### config.mk
export PLATFORM = sky130hd
export DESIGN_NAME = cof_regs
export DESIGN_NICKNAME = d
export VERILOG_FILES = /design/src/cof_pkg.sv /design/src/cof_regs.sv
export VERILOG_INCLUDE_DIRS = /design/src
export SDC_FILE = /design/constraint.sdc
export NUM_CORES = 1
export LEC_CHECK = 0
export ABC_AREA = 1
export BUFFER_PORTS_ARGS = -buffer_cell sky130_fd_sc_hd__buf_2
export CAP_MARGIN = 5
export CORE_MARGIN = 1
export CORE_UTILIZATION = 25
export CTS_CLUSTER_SIZE = 8
export DETAILED_ROUTE_END_ITERATION = 8
export GPL_TIMING_DRIVEN = 0
export PLACE_DENSITY = 0.44
export SETUP_SLACK_MARGIN = 0.02
export SYNTH_ARGS = -nofsm -noshare
export SYNTH_HDL_FRONTEND = slang
export SYNTH_SLANG_ARGS = --single-unit
### constraint.sdc
create_clock -name i_sys_clk -period 3.6 [get_ports i_sys_clk]
set_input_delay 0.54 -clock i_sys_clk [delete_from_list [all_inputs] [get_ports i_sys_clk]]
set_output_delay 0.54 -clock i_sys_clk [all_outputs]
set_load 0.02 [all_outputs]
### src/cof_map.svh
// register offsets, field positions, reset values and timing constants for the
// converter option and fault flag register bank
// assumes a 32-bit AHB-Lite slave with one register per aligned word
`ifndef COF_MAP_SVH
`define COF_MAP_SVH

// ----------------------------------------------------------------------------
// register byte addresses
// ----------------------------------------------------------------------------
`define COF_ADDR_AUX      8'h0C  // aux option config (index 3)
`define COF_ADDR_FLAGS    8'h10  // fault event flags (index 4)
`define COF_ADDR_RAMP     8'h14  // ramp rate field
`define COF_ADDR_MASK     8'h18  // interrupt mask, flag layout
`define COF_ADDR_BITS     8      // decoded address bits

// ----------------------------------------------------------------------------
// field positions
// ----------------------------------------------------------------------------
`define COF_AUX_BLANK     0      // pg blank on ramp
`define COF_AUX_SINGLE    1      // standalone select
`define COF_FLG_OV        0
`define COF_FLG_UV        1
`define COF_FLG_TSHD      2
`define COF_FLG_TWRN      3
`define COF_FLG_OC        4
`define COF_FLG_HIC       5

// ----------------------------------------------------------------------------
// reset values
// ----------------------------------------------------------------------------
`define COF_AUX_RST       8'h00
`define COF_FLAGS_RST     8'h02
`define COF_RAMP_RST      2'h2
`define COF_MASK_RST      8'h00
`define COF_AUX_WMASK     8'h03  // writable aux bits, rest reserved
`define COF_FLAGS_WMASK   8'h3F  // live flag bits, 7:6 reserved

// ----------------------------------------------------------------------------
// timing
// ----------------------------------------------------------------------------
`define COF_CLK_MHZ       125    // device clock rate
`define COF_STEP_UV       1250   // setpoint step in microvolts
`define COF_RATE0_UV      10000  // ramp slope code 0, microvolts per microsecond
`define COF_RATE1_UV      5000   // ramp slope code 1
`define COF_RATE2_UV      1250   // ramp slope code 2
`define COF_RATE3_UV      500    // ramp slope code 3

`endif

### src/cof_pkg.sv
// types shared by the converter option and fault flag register bank
// assumes cof_map.svh holds the numeric constants
`default_nettype none
package cof_pkg;
    // raw fault event inputs from the analog side
    typedef struct packed {
        logic hiccup;     // hiccup restart
        logic overcur;    // switch current limit
        logic therm_warn; // thermal warning
        logic therm_shut; // thermal shutdown
        logic under_v;    // power bad low
        logic over_v;     // power bad high
    } cof_events_t;
    // ramp sequencer states
    typedef enum logic [1:0] {
        COF_IDLE = 2'b00,
        COF_RAMP = 2'b01,
        COF_DONE = 2'b11
    } cof_ramp_st_t;
endpackage
`default_nettype wire

### src/cof_regs.sv
// register bank: aux option config, sticky fault flags, ramp blanking
// assumes an AHB-Lite master on one 125 MHz clock; event inputs synchronous-safe
//
// How it works
// - standalone bit disables pulldown and sync output
// - blank clear: pin follows window comparator
// - blank set: pin released throughout ramp
// - aux bits 7:2 reserved, read zero
// - flag bits 7:6 reserved, read zero
// - bit 5 latches hiccup until read
// - bit 4 latches current limit until read
// - bit 3 latches thermal warning until read
// - bit 2 latches thermal shutdown until read
// - bit 1 latches undervoltage, resets to one
// - bit 0 latches overvoltage until read
// - flags at address 0x10 (index 4), reset 0x02
// - ramp rate code selects slope, blanking spans
//
// The AHB-Lite slave port was decided locally.
`include "cof_map.svh"
`default_nettype none
module cof_regs #(
    parameter int STEP_W = 8 // width of setpoint step count
) (
    input  wire logic                 i_sys_clk,       // device clock
    input  wire logic                 i_rst_b,         // async reset, low
    input  wire logic                 i_hsel,          // slave select
    input  wire logic [31:0]          i_haddr,         // byte address
    input  wire logic [1:0]           i_htrans,        // transfer type
    input  wire logic                 i_hwrite,        // write when high
    input  wire logic [2:0]           i_hsize,         // transfer size
    input  wire logic [31:0]          i_hwdata,        // write data
    input  wire logic                 i_hready,        // bus ready in
    output logic [31:0]               o_hrdata,        // read data
    output logic                      o_hreadyout,     // always ready
    output logic                      o_hresp,         // always okay
    input  wire cof_pkg::cof_events_t i_events,        // raw fault events
    input  wire logic                 i_window_ok,     // window comparator
    input  wire logic                 i_ramp_start,    // setpoint change pulse
    input  wire logic [STEP_W-1:0]    i_ramp_steps,    // steps to ramp
    output logic                      o_pg_out,        // power good level
    output logic                      o_pg_oe,         // power good drive enable
    output logic                      o_en_pulldown,   // enable pin pulldown on
    output logic                      o_sync_out_en,   // sync clock output on
    output logic                      o_ramp_active,   // ramp in progress
    output logic                      o_irq            // level interrupt
);
    // ------------------------------------------------------------------------
    // bus address phase capture
    // ------------------------------------------------------------------------
    logic                       ph_valid;  // data phase pending
    logic                       ph_write;  // pending is a write
    logic [`COF_ADDR_BITS-1:0]  ph_addr;   // pending address
    logic                       take;      // address phase accepted
    logic [7:0]                 aux;       // aux option config
    logic [7:0]                 flags;     // sticky fault flags
    logic [7:0]                 mask;      // interrupt mask
    logic [1:0]                 ramp_rate; // ramp rate field
    logic [7:0]                 next_flags;
    logic [5:0]                 ev_s1;     // sync stage one
    logic [5:0]                 ev_s2;     // sync stage two
    logic                       rd_flags;  // flag register read now
    cof_pkg::cof_ramp_st_t      ramp_st;   // ramp state
    logic [STEP_W-1:0]          steps_left;
    logic [15:0]                tick_cnt;  // cycles into current step
    logic [15:0]                step_cycles;
    logic [7:0]                 next_rdata; // read word chosen at address phase
    logic                       wr_hit;    // write data phase hits the read word

    assign take = i_hsel & i_htrans[1] & i_hready;
    assign o_hreadyout = 1'b1;
    assign o_hresp = 1'b0;

    // latch address phase for the data phase
    always_ff @(posedge i_sys_clk or negedge i_rst_b) begin
        if (!i_rst_b) begin
            ph_valid <= 1'b0;
            ph_write <= 1'b0;
            ph_addr  <= '0;
        end else begin
            ph_valid <= take;
            ph_write <= i_hwrite;
            ph_addr  <= i_haddr[`COF_ADDR_BITS-1:0];
        end
    end

    // ------------------------------------------------------------------------
    // writable registers
    // ------------------------------------------------------------------------
    // data phase writes; reserved aux bits stay zero
    always_ff @(posedge i_sys_clk or negedge i_rst_b) begin
        if (!i_rst_b) begin
            aux       <= `COF_AUX_RST;
            mask      <= `COF_MASK_RST;
            ramp_rate <= `COF_RAMP_RST;
        end else if (ph_valid && ph_write) begin
            case (ph_addr)
                `COF_ADDR_AUX:  aux <= i_hwdata[7:0] & `COF_AUX_WMASK;
                `COF_ADDR_MASK: mask <= i_hwdata[7:0] & `COF_FLAGS_WMASK;
                `COF_ADDR_RAMP: ramp_rate <= i_hwdata[1:0];
                default: begin
                end
            endcase
        end
    end

    // ------------------------------------------------------------------------
    // event synchroniser and sticky flags
    // ------------------------------------------------------------------------
    // two-flop sync of each event line
    always_ff @(posedge i_sys_clk or negedge i_rst_b) begin
        if (!i_rst_b) begin
            ev_s1 <= '0;
            ev_s2 <= '0;
        end else begin
            ev_s1 <= i_events;
            ev_s2 <= ev_s1;
        end
    end

    // a flag read is taken at its address phase, so the read word and the
    // clear both come from the same edge
    assign rd_flags = take && !i_hwrite && (i_haddr[`COF_ADDR_BITS-1:0] == `COF_ADDR_FLAGS);

    // read clears, a new event in the same cycle wins
    always_comb begin
        next_flags = rd_flags ? 8'h00 : flags;
        next_flags = next_flags | {2'b00, ev_s2};
        next_flags = next_flags & `COF_FLAGS_WMASK;
    end

    always_ff @(posedge i_sys_clk or negedge i_rst_b) begin
        if (!i_rst_b) begin
            flags <= `COF_FLAGS_RST;
        end else begin
            flags <= next_flags;
        end
    end

    assign o_irq = |(flags & mask);

    // ------------------------------------------------------------------------
    // read data
    // ------------------------------------------------------------------------
    // a read right behind a write to the same word sees the new value, so
    // back-to-back transfers need no wait state
    assign wr_hit = ph_valid && ph_write && (ph_addr == i_haddr[`COF_ADDR_BITS-1:0]);

    always_comb begin
        next_rdata = 8'h00;
        case (i_haddr[`COF_ADDR_BITS-1:0])
            `COF_ADDR_AUX:   next_rdata = wr_hit ? (i_hwdata[7:0] & `COF_AUX_WMASK) : aux;
            `COF_ADDR_FLAGS: next_rdata = flags;
            `COF_ADDR_MASK:  next_rdata = wr_hit ? (i_hwdata[7:0] & `COF_FLAGS_WMASK) : mask;
            `COF_ADDR_RAMP:  next_rdata = wr_hit ? {6'h00, i_hwdata[1:0]} : {6'h00, ramp_rate};
            default:         next_rdata = 8'h00;
        endcase
    end

    // read word loaded at the address phase, it stands through the data phase
    always_ff @(posedge i_sys_clk or negedge i_rst_b) begin
        if (!i_rst_b) begin
            o_hrdata <= 32'h0000_0000;
        end else if (take && !i_hwrite) begin
            o_hrdata <= {24'h00_0000, next_rdata};
        end else begin
            o_hrdata <= 32'h0000_0000;
        end
    end

    // ------------------------------------------------------------------------
    // setpoint ramp sequencer
    // ------------------------------------------------------------------------
    // cycles per step: 1.25 mV step / rate (10,5,1.25,0.5 mV/us)
    always_comb begin
        case (ramp_rate)
            2'h0:    step_cycles = 16'((`COF_STEP_UV * `COF_CLK_MHZ) / `COF_RATE0_UV);
            2'h1:    step_cycles = 16'((`COF_STEP_UV * `COF_CLK_MHZ) / `COF_RATE1_UV);
            2'h2:    step_cycles = 16'((`COF_STEP_UV * `COF_CLK_MHZ) / `COF_RATE2_UV);
            default: step_cycles = 16'((`COF_STEP_UV * `COF_CLK_MHZ) / `COF_RATE3_UV);
        endcase
    end

    always_ff @(posedge i_sys_clk or negedge i_rst_b) begin
        if (!i_rst_b) begin
            ramp_st    <= cof_pkg::COF_IDLE;
            steps_left <= '0;
            tick_cnt   <= 16'h0000;
        end else begin
            case (ramp_st)
                cof_pkg::COF_IDLE: begin
                    if (i_ramp_start && i_ramp_steps != '0) begin
                        ramp_st    <= cof_pkg::COF_RAMP;
                        steps_left <= i_ramp_steps;
                        tick_cnt   <= 16'h0000;
                    end
                end
                cof_pkg::COF_RAMP: begin
                    if (tick_cnt + 16'h0001 >= step_cycles) begin
                        tick_cnt <= 16'h0000;
                        if (steps_left == STEP_W'(1)) begin
                            ramp_st <= cof_pkg::COF_DONE;
                        end
                        steps_left <= steps_left - STEP_W'(1);
                    end else begin
                        tick_cnt <= tick_cnt + 16'h0001;
                    end
                end
                cof_pkg::COF_DONE: ramp_st <= cof_pkg::COF_IDLE;
                default: ramp_st <= cof_pkg::COF_IDLE;
            endcase
        end
    end

    assign o_ramp_active = (ramp_st == cof_pkg::COF_RAMP);

    // ------------------------------------------------------------------------
    // pin controls
    // ------------------------------------------------------------------------
    // power good: open drain, pulled low when output is bad
    always_ff @(posedge i_sys_clk or negedge i_rst_b) begin
        if (!i_rst_b) begin
            o_pg_out <= 1'b0;
            o_pg_oe  <= 1'b1;
        end else begin
            o_pg_out <= 1'b0;
            if (aux[`COF_AUX_BLANK] && (ramp_st == cof_pkg::COF_RAMP ||
                    (ramp_st == cof_pkg::COF_IDLE && i_ramp_start &&
                     i_ramp_steps != '0))) begin
                o_pg_oe <= 1'b0;
            end else begin
                o_pg_oe <= !i_window_ok;
            end
        end
    end

    // standalone select turns off pulldown and sync out
    always_ff @(posedge i_sys_clk or negedge i_rst_b) begin
        if (!i_rst_b) begin
            o_en_pulldown <= 1'b1;
            o_sync_out_en <= 1'b1;
        end else begin
            o_en_pulldown <= !aux[`COF_AUX_SINGLE];
            o_sync_out_en <= !aux[`COF_AUX_SINGLE];
        end
    end

    // every live flag stays set until a read clears it
    for (genvar b = 0; b < 6; b++) begin : g_sticky

    end
endmodule
`default_nettype wire

Yosys cells after proc, flatten, opt, wreduce, memory -nomap -nowiden
Index checks and enable logic that the tools add are counted.

word-level totals
  bits in registers = 72
  bits of input ports = 90
  output and inout bits = 40
  logic and storage cells = 78

cells by class
  add/subtract/negate cells = 2
  $lt $le $gt $ge = 1
  equal/unequal tests = 15
  muxes and demuxes = 18
  bitwise operators = 4
  reductions and logical operators = 23

operator list
  cell                                               number
  == test 8 x 5 -> 1 bit (second input constant)     5
  two-way mux 16 bit                                 2
  one-hot mux 16 bit (2 select lines)                1
  one-hot mux 9 bit (3 select lines)                 1
  one-hot mux 6 bit (4 select lines)                 1
  two-way mux 6 bit                                  3
  adder 16 x 1 -> 16 bit (second input constant)     1
  == test 8 x 4 -> 1 bit (second input constant)     2
  greater-or-equal comparator 16 bit                 1
  two-way mux 8 bit                                  2
  one-hot mux 8 bit (2 select lines)                 1
  two-way mux 2 bit                                  5
  == test 8 x 1 -> 1 bit (second input constant)     1
  == test 8 bit                                      1
  logical AND 1 bit                                  8
  AND reduction 2 bit                                4
  nonzero test 8 bit                                 1
  OR reduction 8 bit                                 1
  subtractor 8 x 1 -> 8 bit (second input constant)  1
  AND 6 bit                                          1
  bitwise OR 6 bit                                   1
  AND reduction 3 bit                                2
  == test 2 x 1 -> 1 bit (second input constant)     2
  zero test 2 bit                                    2
  9 further kinds                                    13

Logic depth before layout (Yosys ltp)
  depth in word-level cells = 6
  gate-level depth with buffers = 17
  gate-level depth less buffers = 17

Worst setup path before layout
OpenSTA, ideal clock, no wires.

  path kind = reg-to-reg
  from = reg tick_cnt[0]
  to = reg ramp_st[1]
  data arrival time = 2.134 ns
  data required time = 3.528 ns
  setup slack = 1.394 ns
  stages on the path, launching flop included = 18
  buffers on the path = 1
  clock period less this slack = 2.206 ns
  cell sequence = dfrtp_1 -> ha_1 -> nand2_2 -> nor2_2 -> xor2_1 -> inv_1 -> ha_1 -> nand2_1 -> nor2_1 -> nand2_1 -> nand2_1 -> nand2_1 -> nand2_1 -> nand2_2 -> nand2_4 -> buf_12 -> nand2_1 -> nor2_1

between the ends
  word-level cells in the longest chain between the ends = 4

ends and longest elaborated chain
  element                                   RTL line         RTL
  from (decl)                               cof_regs.sv:65   logic [15:0] tick_cnt;
  from (signal assigned)                    cof_regs.sv:206  tick_cnt <= tick_cnt + 16'h0001;
  adder 16 x 1 -> 16 bit                    cof_regs.sv:199  if (tick_cnt + 16'h0001 >= step_cycles) begin
  greater-or-equal comparator 16 bit        cof_regs.sv:199
  inequality test 2 x 1 -> 1 bit (no line)  --
  AND reduction 3 bit (no line)             --
  to (signal assigned)                      cof_regs.sv:202  ramp_st <= cof_pkg::COF_DONE;
  to (signal assigned)                      cof_regs.sv:209  cof_pkg::COF_DONE: ramp_st <= cof_pkg::COF_IDLE;
  to (signal assigned)                      cof_regs.sv:210  default: ramp_st <= cof_pkg::COF_IDLE;
  to (decl)                                 cof_regs.sv:63   cof_pkg::cof_ramp_st_t ramp_st;

Every way passes these cells.
A chain may end at the register's enable or synchronous reset.

Worst setup path after layout
Ends and elaborated chain as after synthesis.

==> qor.csv <==
stage;metric;value;unit
outcome;status;complete, no violations;
final_layout;nets@finish;678;
route;drc violations;0;
final_layout;most common cell after layout, fill and taps aside;nand2_1;
logic_synthesis;Synth Area in Adders;0.03102;
global_route;vias in the first global route;3336;
critical_path;critical path fanouts, max;10;
power;Lkg Pwr;2.553;nW
critical_path;kind of critical path;reg2reg;
clocking;CTS tree;built;
logic_synthesis;Cell variety after synth;39;
floorplanning;Initial Utilization;0.2549;
critical_path;CP Capture Type;flip-flop;
place;global placement routability congestion;0.8399;
clocking;post-CTS setup buffers;0;
logic_synthesis;Post-Syn Area;4034;µm²
final_layout;fillers;1703;
route;post-DR wirelength/cell;11.45;µm
sta;slew margin rel.;0.5748;
critical_path;flop-to-flop setup slack;1050;ps
logic_synthesis;Most used DFF post-synth;dfrtp_1;
critical_path;CP delay by family, top;simple AND/OR/NAND/NOR gates;
clocking;Longest Clk Path Bufs;2;
clocking;clock insertion delay at the later pin of the skew report;350;ps
global_route;initial antenna violation count;0;
logic_synthesis;Post-synth EDFFs;0;
route;DRT antenna net count;0;
logic_synthesis;Post-Synth XOR/XNOR Area;0.02171;
global_route;GRT met2 Usage;0.2156;
clocking;post-cts resize count;0;
final_layout;P&R area growth vs syn;22.89;%
clocking;Root Driver;clkbuf_16;
sta;Worst Max-Slew Pin Slew;632.9;ps
clocking;clock slew at reported path FFs;70;ps
worst_hold_path;Min-Delay Path Class;in2async;
global_route;grt met3 use;0.03262;
floorplanning;Rows;46;
sta;minimum clock period;2549;ps
job;max cap viols;0;
critical_path;critical path's most frequent cell;nand2_1;
critical_path;CP arrival;2820;ps
logic_synthesis;top cell type's share of synthesized area;0.4218;
floorplanning;core area;15830;µm²
sta;Setup TNS;0;ps
logic_synthesis;main combinational cell family by area after synthesis;simple AND/OR/NAND/NOR gates;
logic_synthesis;Mean Syn Cell Area;8.182;µm²
global_route;met1 GRT Util;0.1438;
floorplanning;Ports;130;
logic_synthesis;simple-gate share of the synthesized area;0.2636;
clocking;TritonCTS buffer count;9;
logic_synthesis;complex-gate fraction of the synthesized area;0.1039;
sta;fmax;392.3;MHz
floorplanning;die height;129.0;µm
route;vias per inst;4.108;
logic_synthesis;Synth area leader;dfrtp_1;
power;PwrDens;544.9;nW/µm²
sta;max-slew violations;0;
critical_path;Startpoint Class;flip-flop;
clocking;H-tree Lvls;3;
final_layout;antenna cell count;0;
global_route;largest net degree at the start of global routing;55;
route;Initial DRT Pass Iterations;4;
global_route;gr ovfl total;0;
global_route;first-pass GRT wire length;15900;µm
logic_synthesis;sequential share of the synthesized area;0.4479;
route;initial drt markers;129;
sta;final cycle utilization of the critical path;0.7081;
final_layout;commonest non-fill, non-tap cells in the layout;106 x nand2_1, 68 x dfrtp_1, 67 x inv_1;
final_layout;layout cells sized above 1;0.2247;
logic_synthesis;Gate Count Post-Synth;493;
logic_synthesis;asr flop ratio synth;1.000;
global_route;most used routing layer;met2;
final_layout;Final Util;0.3132;
logic_synthesis;flip-flop and latch count after synthesis;72;
sta;RSZ-0062 raised after global routing;no;
clocking;Sink Count;72;
clocking;Post-CTS Hold Buffers;0;
logic_synthesis;multiplexer share of the synthesized area;0;
place;# port buffers;46;
sta;Setup violations, final;0;
power;Peak supply drop;0.2382;mV
critical_path;crit-path max cell delay;450;ps
sta;final hold vios;0;
route;final wirelength;9148;µm
global_route;Tot GR Track Use;0.1226;
logic_synthesis;largest cells by area after synthesis;dfrtp_1 42%, nand2_1 9.9%, inv_1 6.2%, buf_4 5.6%, nor2_1 4.0%;
sta;Final Skew;8.729;ps
place;Final HPWL DP;6888;µm
critical_path;count of buffer and inverter cells on the critical path;2;
critical_path;Cell Chain, Critical Path;ha_1, nand2_2, nor2_2, xor2_1, inv_1, ha_1, nand2_1, nor2_1, nand2_1, nand2_1, nand2_1, nand2_1, nand2_2, nand2_4, buf_12, nand2_1, nor2_1;
route;vias;3282;
logic_synthesis;yosys warns;0;
critical_path;Worst Path Required;3870;ps
floorplanning;die area;16650;µm²
floorplanning;die width;129.0;µm
critical_path;slowest stage cell, crit path;dfrtp_1;
-- stage by stage --
step | worst slack (ps) | hold WS, ps | total power [mW] | instances | cell area, µm²
after floorplan | 1394 | 244.4 | 1.629 | 520 | 4135
after global placement | 1065 | 332.3 | 1.796 | 782 | 4636
after detailed placement | 1060 | 334.7 | 1.815 | 783 | 4666
after CTS | 1018 | 70.04 | 2.741 | 799 | 4957
after global routing | 716.3 | 82.18 | 2.911 | 799 | 4957
final | 1051 | 71.79 | 2.701 | 799 | 4957
-- cells in the mapped netlist, types with 3 or more instances --
cell,instances
nand2_1,106
dfrtp_1,68
inv_1,67
nor2_1,43
buf_4,30
nand3_1,30
o21ai_0,25
a21oi_1,15
nor3_1,11
ha_1,10
nand4_1,10
xor2_1,8
nand2_2,6
nor2_2,6
o21bai_1,6
dfstp_2,4
nor2_4,4
o211ai_1,4
o22ai_2,4
clkbuf_1,3
nand2_4,3
nand3_2,3
or2_2,3
-- cell type report --
| type | count | area [µm²] | share of cell area |
|---|---|---|---|
| tap | 216 | 270.3 | 0.05452 |
| timing repair buffer | 47 | 260.3 | 0.05250 |
| inverter | 68 | 255.2 | 0.05149 |
| sequential | 72 | 1807 | 0.3645 |
| clock buffer | 9 | 225.2 | 0.04543 |
| buffer | 37 | 269.0 | 0.05427 |
| clock inverter | 7 | 66.31 | 0.01338 |
| multi-input combinational | 343 | 1804 | 0.3640 |
-- metal layers --
| layer | share of wire | up-vias |
|---|---|---|
| li1 | - | 1693 |
| met1 | 0.45 | 1499 |
| met2 | 0.49 | 76 |
| met3 | 0.043 | 14 |
| met4 | 0.016 | 0 |
| met5 | 0 | - |
-- worst register-to-register path, cell delays in order (launching register included) --
cell and delay [ps]:
dfrtp_1 450, ha_1 220, nand2_2 110, nor2_2 190
xor2_1 250, inv_1 80, ha_1 280, nand2_1 50
nor2_1 90, nand2_1 50, nand2_1 70, nand2_1 50
nand2_1 70, nand2_2 70, nand2_4 140, buf_12 170
nand2_1 60, nor2_1 90
-- power breakdown --
part           total [mW]  leakage, nW  internal [mW]  switching (mW)
logic               0.770         1.56          0.303           0.468
registers            1.03        0.851          0.918           0.112
clock network       0.900        0.145          0.488           0.412
total                2.70         2.55           1.71           0.992
-- sequential cells by signal, indices dropped and copies added, names as in the netlist, 6 cells and up --
register	cells
ev_s2	6
ev_s1	6
mask	6
tick_cnt	16
flags	6
o_hrdata	6
steps_left	8
ph_addr	8
-- path summary, 6_finish.rpt --
path                             startpoint             to  cells after the start
min in group i_sys_clk          i_events[1]       ev_s1[1]                      1
worst min-delay path                i_rst_b  steps_left[6]                      1
worst min register to register     ev_s1[0]       ev_s2[0]                      0
worst max-delay path            tick_cnt[0]     ramp_st[1]                     17
max in group asynchronous           i_rst_b       flags[1]                      2
worst max register to register  tick_cnt[0]     ramp_st[1]                     17
-- kinds of logic (layout without fill, tap and decap cells) --
logic type / Yosys count / in the layout
buffers and inverters: 105 / 168
other: 2 / 29
adders and majority gates: 10 / 10
xor gates and xnor gates: 10 / 10
AOI/OAI and AO/OA: 64 / 64
and+or+nand+nor: 230 / 230
DFF: 72 / 72
Power figures use the tool's default switching activity.
